<file path="src/pfs_pkg.sv">
// Shared constants, types and helpers of the program flash self-access controller
package pfs_pkg;

	// ----------------------------------------
	// Timing
	// ----------------------------------------
	localparam int unsigned CLK_KHZ = 10000;
	localparam int unsigned ERASE_TIME_MS = 4;
	localparam int unsigned ERASE_CYCLES = ERASE_TIME_MS * CLK_KHZ;
	localparam logic [15:0] SETUP_LAST = 16'h0001;

	// ----------------------------------------
	// Register map (word index on the register port)
	// ----------------------------------------
	localparam logic [2:0] REG_ADDR_LOW = 3'h0;
	localparam logic [2:0] REG_ADDR_HIGH = 3'h1;
	localparam logic [2:0] REG_DATA_LOW = 3'h2;
	localparam logic [2:0] REG_DATA_HIGH = 3'h3;
	localparam logic [2:0] REG_ACCESS_CONTROL = 3'h4;
	localparam logic [2:0] REG_UNLOCK = 3'h5;
	localparam logic [2:0] REG_PROTECT_CFG = 3'h6;

	// Control register fields
	localparam int CTL_SELECT_BIT = 7;
	localparam int CTL_WEN_BIT = 2;
	localparam int CTL_WR_BIT = 1;
	localparam int CTL_RD_BIT = 0;

	// Reset values
	localparam logic [7:0] BYTE_RESET = 8'h00;
	localparam logic [1:0] PROTECT_RESET = 2'h3;

	// Unlock keys and block geometry
	localparam logic [7:0] UNLOCK_KEY_FIRST = 8'h55;
	localparam logic [7:0] UNLOCK_KEY_SECOND = 8'haa;
	localparam logic [2:0] BLOCK_LAST_WORD = 3'h7;

	// Protection limits: addresses below the limit are locked
	localparam logic [12:0] PROT_LIMIT_SMALL = 13'h0100;
	localparam logic [12:0] PROT_LIMIT_HALF = 13'h0800;
	localparam logic [12:0] PROT_LIMIT_ALL = 13'h1000;

	// ----------------------------------------
	// Types
	// ----------------------------------------
	typedef struct packed {
		logic [2:0] addr;
		logic [7:0] wdata;
		logic wr;
		logic rd;
	} pfs_bus_t;

	typedef struct packed {
		logic rd_en;
		logic erase;
		logic prog;
		logic [12:0] addr;
		logic [13:0] data;
	} pfs_flash_cmd_t;

	typedef enum logic [2:0] {
		S_IDLE = 3'b000,
		S_RD_WAIT = 3'b001,
		S_RD_FETCH = 3'b010,
		S_RD_LOAD = 3'b011,
		S_WR_SETUP = 3'b100,
		S_ERASE = 3'b101,
		S_COMMIT = 3'b110
	} pfs_state_t;

	// Locked segment test for a word address
	function automatic logic pfs_is_protected(input logic [12:0] a, input logic [1:0] wp);
		logic res;
		res = 1'b0;
		case (wp)
			2'h2: res = (a < PROT_LIMIT_SMALL);
			2'h1: res = (a < PROT_LIMIT_HALF);
			2'h0: res = (a < PROT_LIMIT_ALL);
			default: res = 1'b0;
		endcase
		return res;
	endfunction

endpackage

</file>
<file path="src/pfs_unlock.sv">
// Unlock key sequencer: arms after the two keys, any other write disarms
`timescale 1ns/1ps
module pfs_unlock (
	input wire logic clk,
	input wire logic rst_b,
	input wire pfs_pkg::pfs_bus_t bus,
	output logic armed
);

	typedef struct packed {
		logic [1:0] stage;
	} pfs_unlock_st_t;

	pfs_unlock_st_t st;
	pfs_unlock_st_t next_st;

	// Track the key order; any foreign write restarts it
	always_comb begin
		next_st = st;
		if (bus.wr) begin
			if (bus.addr == pfs_pkg::REG_UNLOCK && bus.wdata == pfs_pkg::UNLOCK_KEY_FIRST) begin
				next_st.stage = 2'h1;
			end else if (bus.addr == pfs_pkg::REG_UNLOCK && st.stage == 2'h1
					&& bus.wdata == pfs_pkg::UNLOCK_KEY_SECOND) begin
				next_st.stage = 2'h2;
			end else begin
				next_st.stage = 2'h0;
			end
		end
	end

	// State register
	always_ff @(posedge clk or negedge rst_b) begin
		if (!rst_b) begin
			st <= '0;
		end else begin
			st <= next_st;
		end
	end

	assign armed = (st.stage == 2'h2);

endmodule

</file>
<file path="src/pfs_word_buf.sv">
// Eight-word staging buffer for one program block
`timescale 1ns/1ps
module pfs_word_buf (
	input wire logic clk,
	input wire logic rst_b,
	input wire logic load,
	input wire logic [2:0] load_idx,
	input wire logic [13:0] load_data,
	input wire logic [2:0] rd_idx,
	output logic [13:0] rd_data
);

	typedef struct packed {
		logic [7:0][13:0] words;
	} pfs_buf_st_t;

	pfs_buf_st_t st;
	pfs_buf_st_t next_st;
	logic [7:0][13:0] word_next;

	// One write port per entry
	genvar i;
	generate
		for (i = 0; i < 8; i++) begin : g_entry
			assign word_next[i] = (load && load_idx == 3'(i)) ? load_data : st.words[i];
		end
	endgenerate

	// Next buffer contents
	always_comb begin
		next_st = st;
		next_st.words = word_next;
	end

	// State register
	always_ff @(posedge clk or negedge rst_b) begin
		if (!rst_b) begin
			st <= '0;
		end else begin
			st <= next_st;
		end
	end

	assign rd_data = st.words[rd_idx];

endmodule

</file>
<file path="src/pfs_flash_ctrl.sv">
// Program flash self-access controller: word reads and eight-word block writes
//
// Notes on behaviour
// - Read with program select steals the second cycle; that instruction is skipped.
// - Fetched word shows in data registers next cycle and holds until changed.
// - Write bit with program select outside the write flow clears at once.
// - Writes only land in segments the protect field leaves open.
// - Blocks are eight sequential words starting at low bits 000.
// - Each block write is a sixteen-word erase then eight-word write, aligned.
// - Write at low bits 111 erases sixteen words then commits the buffer.
// - Two setup cycles follow the write bit; software fills them with no-ops.
// - First seven word loads only fill the buffer, with no stall.
// - Execution halts during erase and commit; clocks keep running.
// - Execution resumes at the third instruction after the write-setting one.
// - Write bit refused without write enable; later clearing does not abort.
// - Read and write bits are set by software, cleared only by hardware.
// - No write starts unless both keys and the write bit come in order.
//
// The register addresses and strobed register access were decided locally.
`timescale 1ns/1ps
module pfs_flash_ctrl #(
	parameter int unsigned ERASE_CYCLES = pfs_pkg::ERASE_CYCLES
) (
	input wire logic clk,
	input wire logic rst_b,
	input wire pfs_pkg::pfs_bus_t bus,
	output logic [7:0] rdata,
	output pfs_pkg::pfs_flash_cmd_t flash_cmd,
	input wire logic [13:0] flash_rdata,
	output logic cpu_stall,
	output logic fetch_steal
);

	// ----------------------------------------
	// State
	// ----------------------------------------
	typedef struct packed {
		pfs_pkg::pfs_state_t state;
		logic [15:0] cnt;
		logic [7:0] addr_lo;
		logic [4:0] addr_hi;
		logic [7:0] dat_lo;
		logic [5:0] dat_hi;
		logic sel;
		logic wen;
		logic wr;
		logic rd;
		logic [1:0] wp;
		logic [12:0] wa;
		logic [7:0] rdata;
		pfs_pkg::pfs_flash_cmd_t fcmd;
	} pfs_ctrl_st_t;

	pfs_ctrl_st_t st;
	pfs_ctrl_st_t next_st;

	logic armed;
	logic [12:0] cur_addr;
	logic [13:0] buf_word;
	logic ctl_write;
	logic wr_request;
	logic rd_request;
	logic wr_accept;
	logic wr_locked;
	logic erase_done;

	// ----------------------------------------
	// Helpers
	// ----------------------------------------
	pfs_unlock u_unlock (
		.clk(clk),
		.rst_b(rst_b),
		.bus(bus),
		.armed(armed)
	);

	pfs_word_buf u_buf (
		.clk(clk),
		.rst_b(rst_b),
		.load(wr_accept),
		.load_idx(st.addr_lo[2:0]),
		.load_data({st.dat_hi, st.dat_lo}),
		.rd_idx(st.cnt[2:0]),
		.rd_data(buf_word)
	);

	// ----------------------------------------
	// Request decode
	// ----------------------------------------
	// A control write with a set-only bit high is a request
	assign cur_addr = {st.addr_hi, st.addr_lo};
	assign ctl_write = bus.wr && bus.addr == pfs_pkg::REG_ACCESS_CONTROL;
	assign wr_request = ctl_write && bus.wdata[pfs_pkg::CTL_WR_BIT];
	assign rd_request = ctl_write && bus.wdata[pfs_pkg::CTL_RD_BIT] && !wr_request;
	assign wr_locked = pfs_pkg::pfs_is_protected(cur_addr, st.wp);
	// Only an idle, enabled, unlocked program write to an open segment is taken
	assign wr_accept = wr_request && st.state == pfs_pkg::S_IDLE && armed
		&& bus.wdata[pfs_pkg::CTL_SELECT_BIT] && bus.wdata[pfs_pkg::CTL_WEN_BIT]
		&& !wr_locked;
	assign erase_done = (32'(st.cnt) + 32'h1 >= ERASE_CYCLES);

	// ----------------------------------------
	// Next state
	// ----------------------------------------
	always_comb begin
		next_st = st;
		next_st.fcmd = '0;

		// Register writes
		if (bus.wr) begin
			case (bus.addr)
				pfs_pkg::REG_ADDR_LOW: next_st.addr_lo = bus.wdata;
				pfs_pkg::REG_ADDR_HIGH: next_st.addr_hi = bus.wdata[4:0];
				pfs_pkg::REG_DATA_LOW: next_st.dat_lo = bus.wdata;
				pfs_pkg::REG_DATA_HIGH: next_st.dat_hi = bus.wdata[5:0];
				pfs_pkg::REG_PROTECT_CFG: next_st.wp = bus.wdata[1:0];
				pfs_pkg::REG_ACCESS_CONTROL: begin
					next_st.sel = bus.wdata[pfs_pkg::CTL_SELECT_BIT];
					// Write enable may drop mid-write without effect
					next_st.wen = bus.wdata[pfs_pkg::CTL_WEN_BIT];
				end
				default: begin
				end
			endcase
		end

		// Register reads answer one cycle later
		if (bus.rd) begin
			case (bus.addr)
				pfs_pkg::REG_ADDR_LOW: next_st.rdata = st.addr_lo;
				pfs_pkg::REG_ADDR_HIGH: next_st.rdata = {3'h0, st.addr_hi};
				pfs_pkg::REG_DATA_LOW: next_st.rdata = st.dat_lo;
				pfs_pkg::REG_DATA_HIGH: next_st.rdata = {2'h0, st.dat_hi};
				pfs_pkg::REG_ACCESS_CONTROL: next_st.rdata = {st.sel, 4'h0, st.wen, st.wr, st.rd};
				pfs_pkg::REG_PROTECT_CFG: next_st.rdata = {6'h00, st.wp};
				default: next_st.rdata = pfs_pkg::BYTE_RESET;
			endcase
		end

		// Sequencer
		case (st.state)
			pfs_pkg::S_IDLE: begin
				if (wr_accept) begin
					// Software can only set the write bit
					next_st.wr = 1'b1;
					next_st.wa = cur_addr;
					next_st.cnt = 16'h0000;
					next_st.state = pfs_pkg::S_WR_SETUP;
				end else if (rd_request && bus.wdata[pfs_pkg::CTL_SELECT_BIT]) begin
					next_st.rd = 1'b1;
					next_st.state = pfs_pkg::S_RD_WAIT;
				end
			end
			pfs_pkg::S_RD_WAIT: begin
				// Fetch lands in the second cycle after the request
				next_st.fcmd.rd_en = 1'b1;
				next_st.fcmd.addr = cur_addr;
				next_st.state = pfs_pkg::S_RD_FETCH;
			end
			pfs_pkg::S_RD_FETCH: begin
				next_st.state = pfs_pkg::S_RD_LOAD;
			end
			pfs_pkg::S_RD_LOAD: begin
				// Word is held until another read or a user write
				next_st.dat_lo = flash_rdata[7:0];
				next_st.dat_hi = flash_rdata[13:8];
				next_st.rd = 1'b0;
				next_st.state = pfs_pkg::S_IDLE;
			end
			pfs_pkg::S_WR_SETUP: begin
				next_st.cnt = st.cnt + 16'h0001;
				if (st.cnt == pfs_pkg::SETUP_LAST) begin
					next_st.cnt = 16'h0000;
					if (st.wa[2:0] == pfs_pkg::BLOCK_LAST_WORD) begin
						// Last word: erase the aligned sixteen-word row
						next_st.fcmd.erase = 1'b1;
						next_st.fcmd.addr = {st.wa[12:4], 4'h0};
						next_st.state = pfs_pkg::S_ERASE;
					end else begin
						// Other words only fill the buffer
						next_st.wr = 1'b0;
						next_st.state = pfs_pkg::S_IDLE;
					end
				end
			end
			pfs_pkg::S_ERASE: begin
				next_st.cnt = st.cnt + 16'h0001;
				if (erase_done) begin
					next_st.cnt = 16'h0000;
					next_st.state = pfs_pkg::S_COMMIT;
				end
			end
			pfs_pkg::S_COMMIT: begin
				// One buffer word per cycle, inside the block only
				next_st.fcmd.prog = 1'b1;
				next_st.fcmd.addr = {st.wa[12:3], st.cnt[2:0]};
				next_st.fcmd.data = buf_word;
				next_st.cnt = st.cnt + 16'h0001;
				if (st.cnt[2:0] == pfs_pkg::BLOCK_LAST_WORD) begin
					next_st.cnt = 16'h0000;
					next_st.wr = 1'b0;
					next_st.state = pfs_pkg::S_IDLE;
				end
			end
			default: begin
				next_st.state = pfs_pkg::S_IDLE;
			end
		endcase
	end

	// ----------------------------------------
	// State register
	// ----------------------------------------
	always_ff @(posedge clk or negedge rst_b) begin
		if (!rst_b) begin
			st <= '0;
			st.wp <= pfs_pkg::PROTECT_RESET;
		end else begin
			st <= next_st;
		end
	end

	// Outputs
	assign rdata = st.rdata;
	assign flash_cmd = st.fcmd;
	// Halt only while erasing or committing
	assign cpu_stall = (st.state == pfs_pkg::S_ERASE || st.state == pfs_pkg::S_COMMIT);
	assign fetch_steal = (st.state == pfs_pkg::S_RD_FETCH);
endmodule

</file>
<file path="config.mk">
export PLATFORM = sky130hd
export DESIGN_NAME = pfs_flash_ctrl
export DESIGN_NICKNAME = d
export VERILOG_FILES = /design/src/pfs_pkg.sv /design/src/pfs_unlock.sv /design/src/pfs_word_buf.sv /design/src/pfs_flash_ctrl.sv
export SDC_FILE = /design/constraint.sdc
export NUM_CORES = 1
export LEC_CHECK = 0
export BUFFER_PORTS_ARGS = -buffer_cell sky130_fd_sc_hd__clkbuf_2
export CAP_MARGIN = 20
export CORE_MARGIN = 2
export CORE_UTILIZATION = 50
export CTS_CLUSTER_SIZE = 12
export DETAILED_ROUTE_END_ITERATION = 12
export PLACE_DENSITY_LB_ADDON = 0.08
export SLEW_MARGIN = 20
export SYNTH_ARGS = -nofsm -noshare
export SYNTH_HDL_FRONTEND = slang
export SYNTH_HIERARCHICAL = 1
export SYNTH_SLANG_ARGS = --single-unit
export TNS_END_PERCENT = 50
</file>
<file path="constraint.sdc">
create_clock -name clk -period 4.15 [get_ports clk]
set_input_delay 0.6225 -clock clk [delete_from_list [all_inputs] [get_ports clk]]
set_output_delay 0.6225 -clock clk [all_outputs]
set_load 0.01 [all_outputs]
</file>
==> After elaboration in Yosys (flattened, before gate mapping) <==
Cells that the tools add are included.
{ "op_classes": {"add_sub_neg": 2, "order_cmp": 5, "eq_ne": 36, "mux": 37, "n_reduce_logical": 45} }
{ "ops": {"columns": ["op", "count"], "rows": [
  ["$pmux 16 s4", 1],
  ["$mux 19", 3],
  ["$pmux 8 s6", 1],
  ["$bmux 14 s3", 1],
  ["$mux 14", 3],
  ["$pmux 13 s3", 1],
  ["$eq 3x3->1 const B", 12],
  ["$mux 16", 2],
  ["$mux 13", 2],
  ["$logic_and 1x1->1", 21],
  ["$eq 3x2->1 const B", 6],
  ["$pmux 3 s6", 1],
  ["$add 16x1->17 const B", 1],
  ["$ge 17x16->1 const B", 1],
  ["$add 16x1->16 const B", 1],
  ["$eq 16x1->1 const B", 1],
  ["$reduce_and 2->1", 8],
  ["$lt 13x12->1 const B", 1],
  ["$lt 13x13->1 const B", 1],
  ["$lt 13x9->1 const B", 1],
  ["$mux 1", 11],
  ["$ne 2x2->1 const B", 5],
  ["$eq 3x1->1 const B", 3],
  ["$logic_not 3->1", 3],
  ["other kinds (22)", 34]
]} }
{ "word_totals": {"regBits": 217, "in_bits": 29, "wordCells": 152} }

==> Logic depth before layout (Yosys ltp) <==
{ "logic_depth": {"word_depth": 10, "depth_mapped": 10, "depth_no_buf": 8} }

==> Cells and area by module <==
The synthesis kept the hierarchy.
{ "by_module_without_submodules": {"columns": ["mod", "instances", "cells_per_inst", "area_each_um2", "seq_area_each_um2"], "rows": [
  ["pfs_word_buf", 1, 292, 5162.5, 2802.7],
  ["pfs_flash_ctrl", 1, 471, 5082.4, 2580.0],
  ["pfs_unlock", 1, 14, 147.6, 50.0]
]} }

==> Least setup slack after synthesis <==
Ideal clock, no wire load.
{ "synth_timing": {"kind": "input-to-reg", "startpoint": "in bus[10] in the netlist's numbering", "endpoint": "reg u_buf/st[17] in the netlist's numbering", "arrival_ns": 2.952, "required_ns": 4.025, "setup_slack_ns": 1.074, "path_stages": 9, "cell_sequence": "clkbuf_1 nor2_2 nand4_1 nor4_2 buf_2 nor4bb_1 buf_2 buf_4 mux2_2"} }
{ "synth_via": {"elab_chain_len": 9} }
{ "synth_lines": {"columns": ["item", "line", "source"], "rows": [
  ["start, declared", "pfs_flash_ctrl.sv:26", "input wire pfs_pkg::pfs_bus_t bus,"],
  ["$eq 3x3->1", "pfs_flash_ctrl.sv:92", "assign ctl_write = bus.wr && bus.addr == pfs_pkg::REG_ACCESS_CONTROL;"],
  ["$logic_and 1x1->1", "pfs_flash_ctrl.sv:92", null],
  ["$logic_and 1x1->1", "pfs_flash_ctrl.sv:93", "assign wr_request = ctl_write && bus.wdata[pfs_pkg::CTL_WR_BIT];"],
  ["$logic_and 1x1->1 (2 in series)", "pfs_flash_ctrl.sv:97", "assign wr_accept = wr_request && st.state == pfs_pkg::S_IDLE && armed"],
  ["$logic_and 1x1->1 (2 in series)", "pfs_flash_ctrl.sv:98", "&& bus.wdata[pfs_pkg::CTL_SELECT_BIT] && bus.wdata[pfs_pkg::CTL_WEN_BIT]"],
  ["$logic_and 1x1->1", "pfs_flash_ctrl.sv:99", "&& !wr_locked;"],
  ["via wr_accept", "pfs_flash_ctrl.sv:63", "logic wr_accept;"],
  ["$logic_and 1x1->1", "pfs_word_buf.sv:25", "assign word_next[i] = (load && load_idx == 3'(i)) ? load_data : st.words[i];"],
  ["end signal, assigned", "pfs_word_buf.sv:40", "st <= next_st;"],
  ["end, declared", "pfs_word_buf.sv:17", "pfs_buf_st_t st;"]
]} }
The timed path passes the listed nets, and every way through them passes these cells.
A chain may end at the register's enable or synchronous reset.

==> flow_summary.json <==
{
  "cp-startpoint": "st[85]",
  "vias": 6422,
  "drc_errors": 0,
  "grt_remaining_overflow": 0,
  "cts_root_buf": "clkbuf_16",
  "syn_area_per_cell_um2": 13.4,
  "path_clk_slew_ps": 50,
  "core-area_um2": 20300,
  "arrival_ps": 3500,
  "drt_iter0_markers": 414,
  "finalHoldViolCount": 0,
  "r2r_setup_slack_ps": 1020,
  "crit_path_start_kind": "flop",
  "worstPathCellList": "nand4_2 > nor3_1 > mux2_2 > a211o_1 > a311oi_4 > o21ai_0",
  "synth.area.top_cells": "dfrtp_1 (52%), mux2_2 (17%), mux4_1 (6.8%)",
  "p_total_w": 0.00529,
  "seqPwrFrac_pct": 49.5,
  "n_antenna_cell": 0,
  "ys_ff_latch": 217,
  "rsz0062_at_grt": "false",
  "antenna_found_initial": 0,
  "yosys_warnings": 6,
  "p_leak_nw": 5.57,
  "cpPeakStageDelay_ps": 920,
  "cts_buffer_depth": 3,
  "slew_viol_final": 0,
  "die_area_um2": 22000,
  "clock-sinks": 217,
  "pwr_density_cell_nw_per_um2": 459,
  "grtUsageTotal_pct": 21.4,
  "slew-limit-headroom_pct": 29.5,
  "finalWeightedCongestion": 0.901,
  "die_width_um": 148,
  "area_growth_syn_to_layout_pct": 10.9,
  "grt_max_degree": 96,
  "hold_class": "input port to async pin",
  "viasPerCell": 5.89,
  "crit_end": "st[93]",
  "initial_core_util_pct": 51.2,
  "synth_top_area_share_pct": 51.8,
  "rows": 52,
  "final_nets": 838,
  "power.share.combinational_pct": 11.2,
  "worst_skew_pair.late_latency_ps": 510,
  "io_buffers": 68,
  "syn_inst": 777,
  "yosysTopAreaCell": "dfrtp_1",
  "fin_crit_sh_pct": 75.3,
  "synth-edff-count": 0,
  "max_freq_mhz": 320,
  "post_route_cells_drive_above_1_share_pct": 35.9,
  "run_status": "finished clean",
  "r2r_start": "st[85]",
  "final.setup.tns_ps": 0,
  "syn_area_um2": 10400,
  "die_h_um": 148,
  "worstPathRequired_ps": 4520,
  "min_period_ps": 3130,
  "whs_ps": 166,
  "switchingPower_w": 0.00148,
  "vdd_ir_drop_max_mv": 0.325,
  "io_pins": 69,
  "worst_slew_pin_slew_ps": 1050,
  "async_reset_ff_share_pct": 100,
  "grt_pass1_vias": 6640,
  "dp_cells": 1050,
  "ctsHoldBuffers": 0,
  "wirelength_um": 23000,
  "rr_endpoint": "st[93]",
  "final_cells": 1091,
  "cts_setup_buffers": 0,
  "syn_nets": 809,
  "htreeDepth": 1,
  "wl_per_cell_um": 21.1,
  "pwr-share-clk_pct": 39.3,
  "dp_hpwl_um": 15200,
  "cts_buffers": 24,
  "cap_violations": 0,
  "post_cts_resized": 0,
  "power.share.switching_pct": 27.9,
  "grt_pass1_wl_um": 36900,
  "synth_cell_types": 64,
  "setup.worst_path.end_class": "flop",
  "cts_tree": "yes",
  "ant_nets": 0,
  "clock_skew_ps": 9.87,
  "critical_path_class": "flop to flop",
  "rr_worst_depth": 6,
  "synth_seq_area_share_pct": 52.3,
  "crit_path_max_fanout": 19,
  "setup_viol": 0,
  "internal_power_w": 0.00381,
  "cpMaxStageDelayCell": "dfrtp_1",
  "firstDrtPassIters": 5,
  "synth-main-ff-cell": "dfrtp_1"
}
cell families (layout without fill, tap and decap cells):
family	count (synthesis)	after routing	share of synthesized area, %
flip-flops	217	217	52.3
multiplexers	206	206	26.4
adder cells (fa/ha/maj)	3	3	0.361
AND/OR/NAND/NOR	137	137	7.44
buffers and inverters	99	143	5.47
XOR/XNOR	14	14	1.18
AO/OA/AOI/OAI	101	101	6.92
worst min-delay path by stage:
| stage | startpoint | to | slack [ps] | depth (start not counted) |
|---|---|---|---|---|
| 3_5_place_dp | rdata[2] | rdata[2] | 470 | 1 |
| 4_1_cts | rst_b | st[88] | 210 | 1 |
| 5_1_grt | rst_b | st[92] | 240 | 1 |
| 3_3_place_gp | u_buf/st[14] | u_buf/st[14] | 460 | 1 |
| 2_1_floorplan | rst_b | cur_addr[0] | 330 | 0 |
| 6_report | rst_b | st[91] | 170 | 1 |
final cells by class:
| type | instances | area (µm²) |
|---|---|---|
| clock buffer | 34 | 689 |
| timing repair buffer | 85 | 489 |
| inverter | 17 | 63.8 |
| clock inverter | 7 | 85.1 |
| fill | 1682 | 8770 |
| sequential | 217 | 5430 |
| tap | 270 | 338 |
| multi-input combinational | 461 | 4430 |
synth_stat cells (16+ instances only):
| cell | count |
|---|---|
| dfrtp_1 | 215 |
| mux2_2 | 157 |
| buf_4 | 41 |
| nor2_1 | 37 |
| mux4_1 | 27 |
| nand2_1 | 25 |
| a21oi_1 | 24 |
| clkbuf_1 | 23 |
| o21ai_0 | 19 |
| inv_1 | 17 |
| and3_1 | 16 |
| mux2i_1 | 16 |
through the flow:
step	utilization (%)	worst slack, ps	instance area, µm²
3_3_place_gp	53.0	1060	10800
6_report	56.8	1020	11500
2_1_floorplan	-	1070	10400
3_5_place_dp	53.0	978	10800
4_1_cts	56.8	1030	11500
5_1_grt	56.8	803	11500
registers in the layout, indices dropped and copies added, names as in the netlist:
signal,count
u_buf/st,112
st,52
flash_cmd,30
cur_addr,13
rdata,8
u_unlock/st,2
per-layer routing:
layer | wire [µm] | vias to the layer above | global-route usage, %
met3 | 795 | 42 | 2.79
met2 | 11200 | 155 | 35.4
met4 | 546 | 0 | 5.48
met1 | 10500 | 3302 | 30.3
met5 | 0 | - | 0
li1 | - | 2923 | -
power groups by stage:
stage / Clock, W / Combinational, W / Sequential, W
floorplan: 0 / 0.000463 / 0.00248
global placement: 0 / 0.000591 / 0.00264
detailed placement: 0 / 0.000599 / 0.00265
CTS: 0.00213 / 0.000601 / 0.00262
global route: 0.00223 / 0.000664 / 0.00265
finish: 0.00208 / 0.000592 / 0.00262
worst max-delay path, delay by kind of cell (launching register included):
kind            cells  cell delay (ps)
compound gates      3              940
mux                 1              380
simple gates        2              760
flops               1              920
cell usage in the layout, fill, tap and decap left out, types with 3 or more instances in the layout:
cell type and n:
inv_1 17, dfrtp_1 215, and2_1 3, mux2_2 157, nand4b_1 6, a22oi_1 7, ha_1 3, a22o_1 13
clkbuf_8 4, nand4_1 8, clkbuf_16 25, nand2_1 25, o21ai_0 19, mux4_1 27, xor2_1 4, a2bb2oi_1 8
nor2_1 37, o21a_1 3, nor4_1 6, clkinv_2 5, mux2_1 3, mux4_2 3, mux2i_1 16, xnor2_1 10
buf_4 16, clkbuf_1 6, o22ai_1 6, nand3_1 11, clkbuf_2 67, a21oi_1 24, and3_1 16, nor3_1 4
Power figures use the tool's default switching activity.
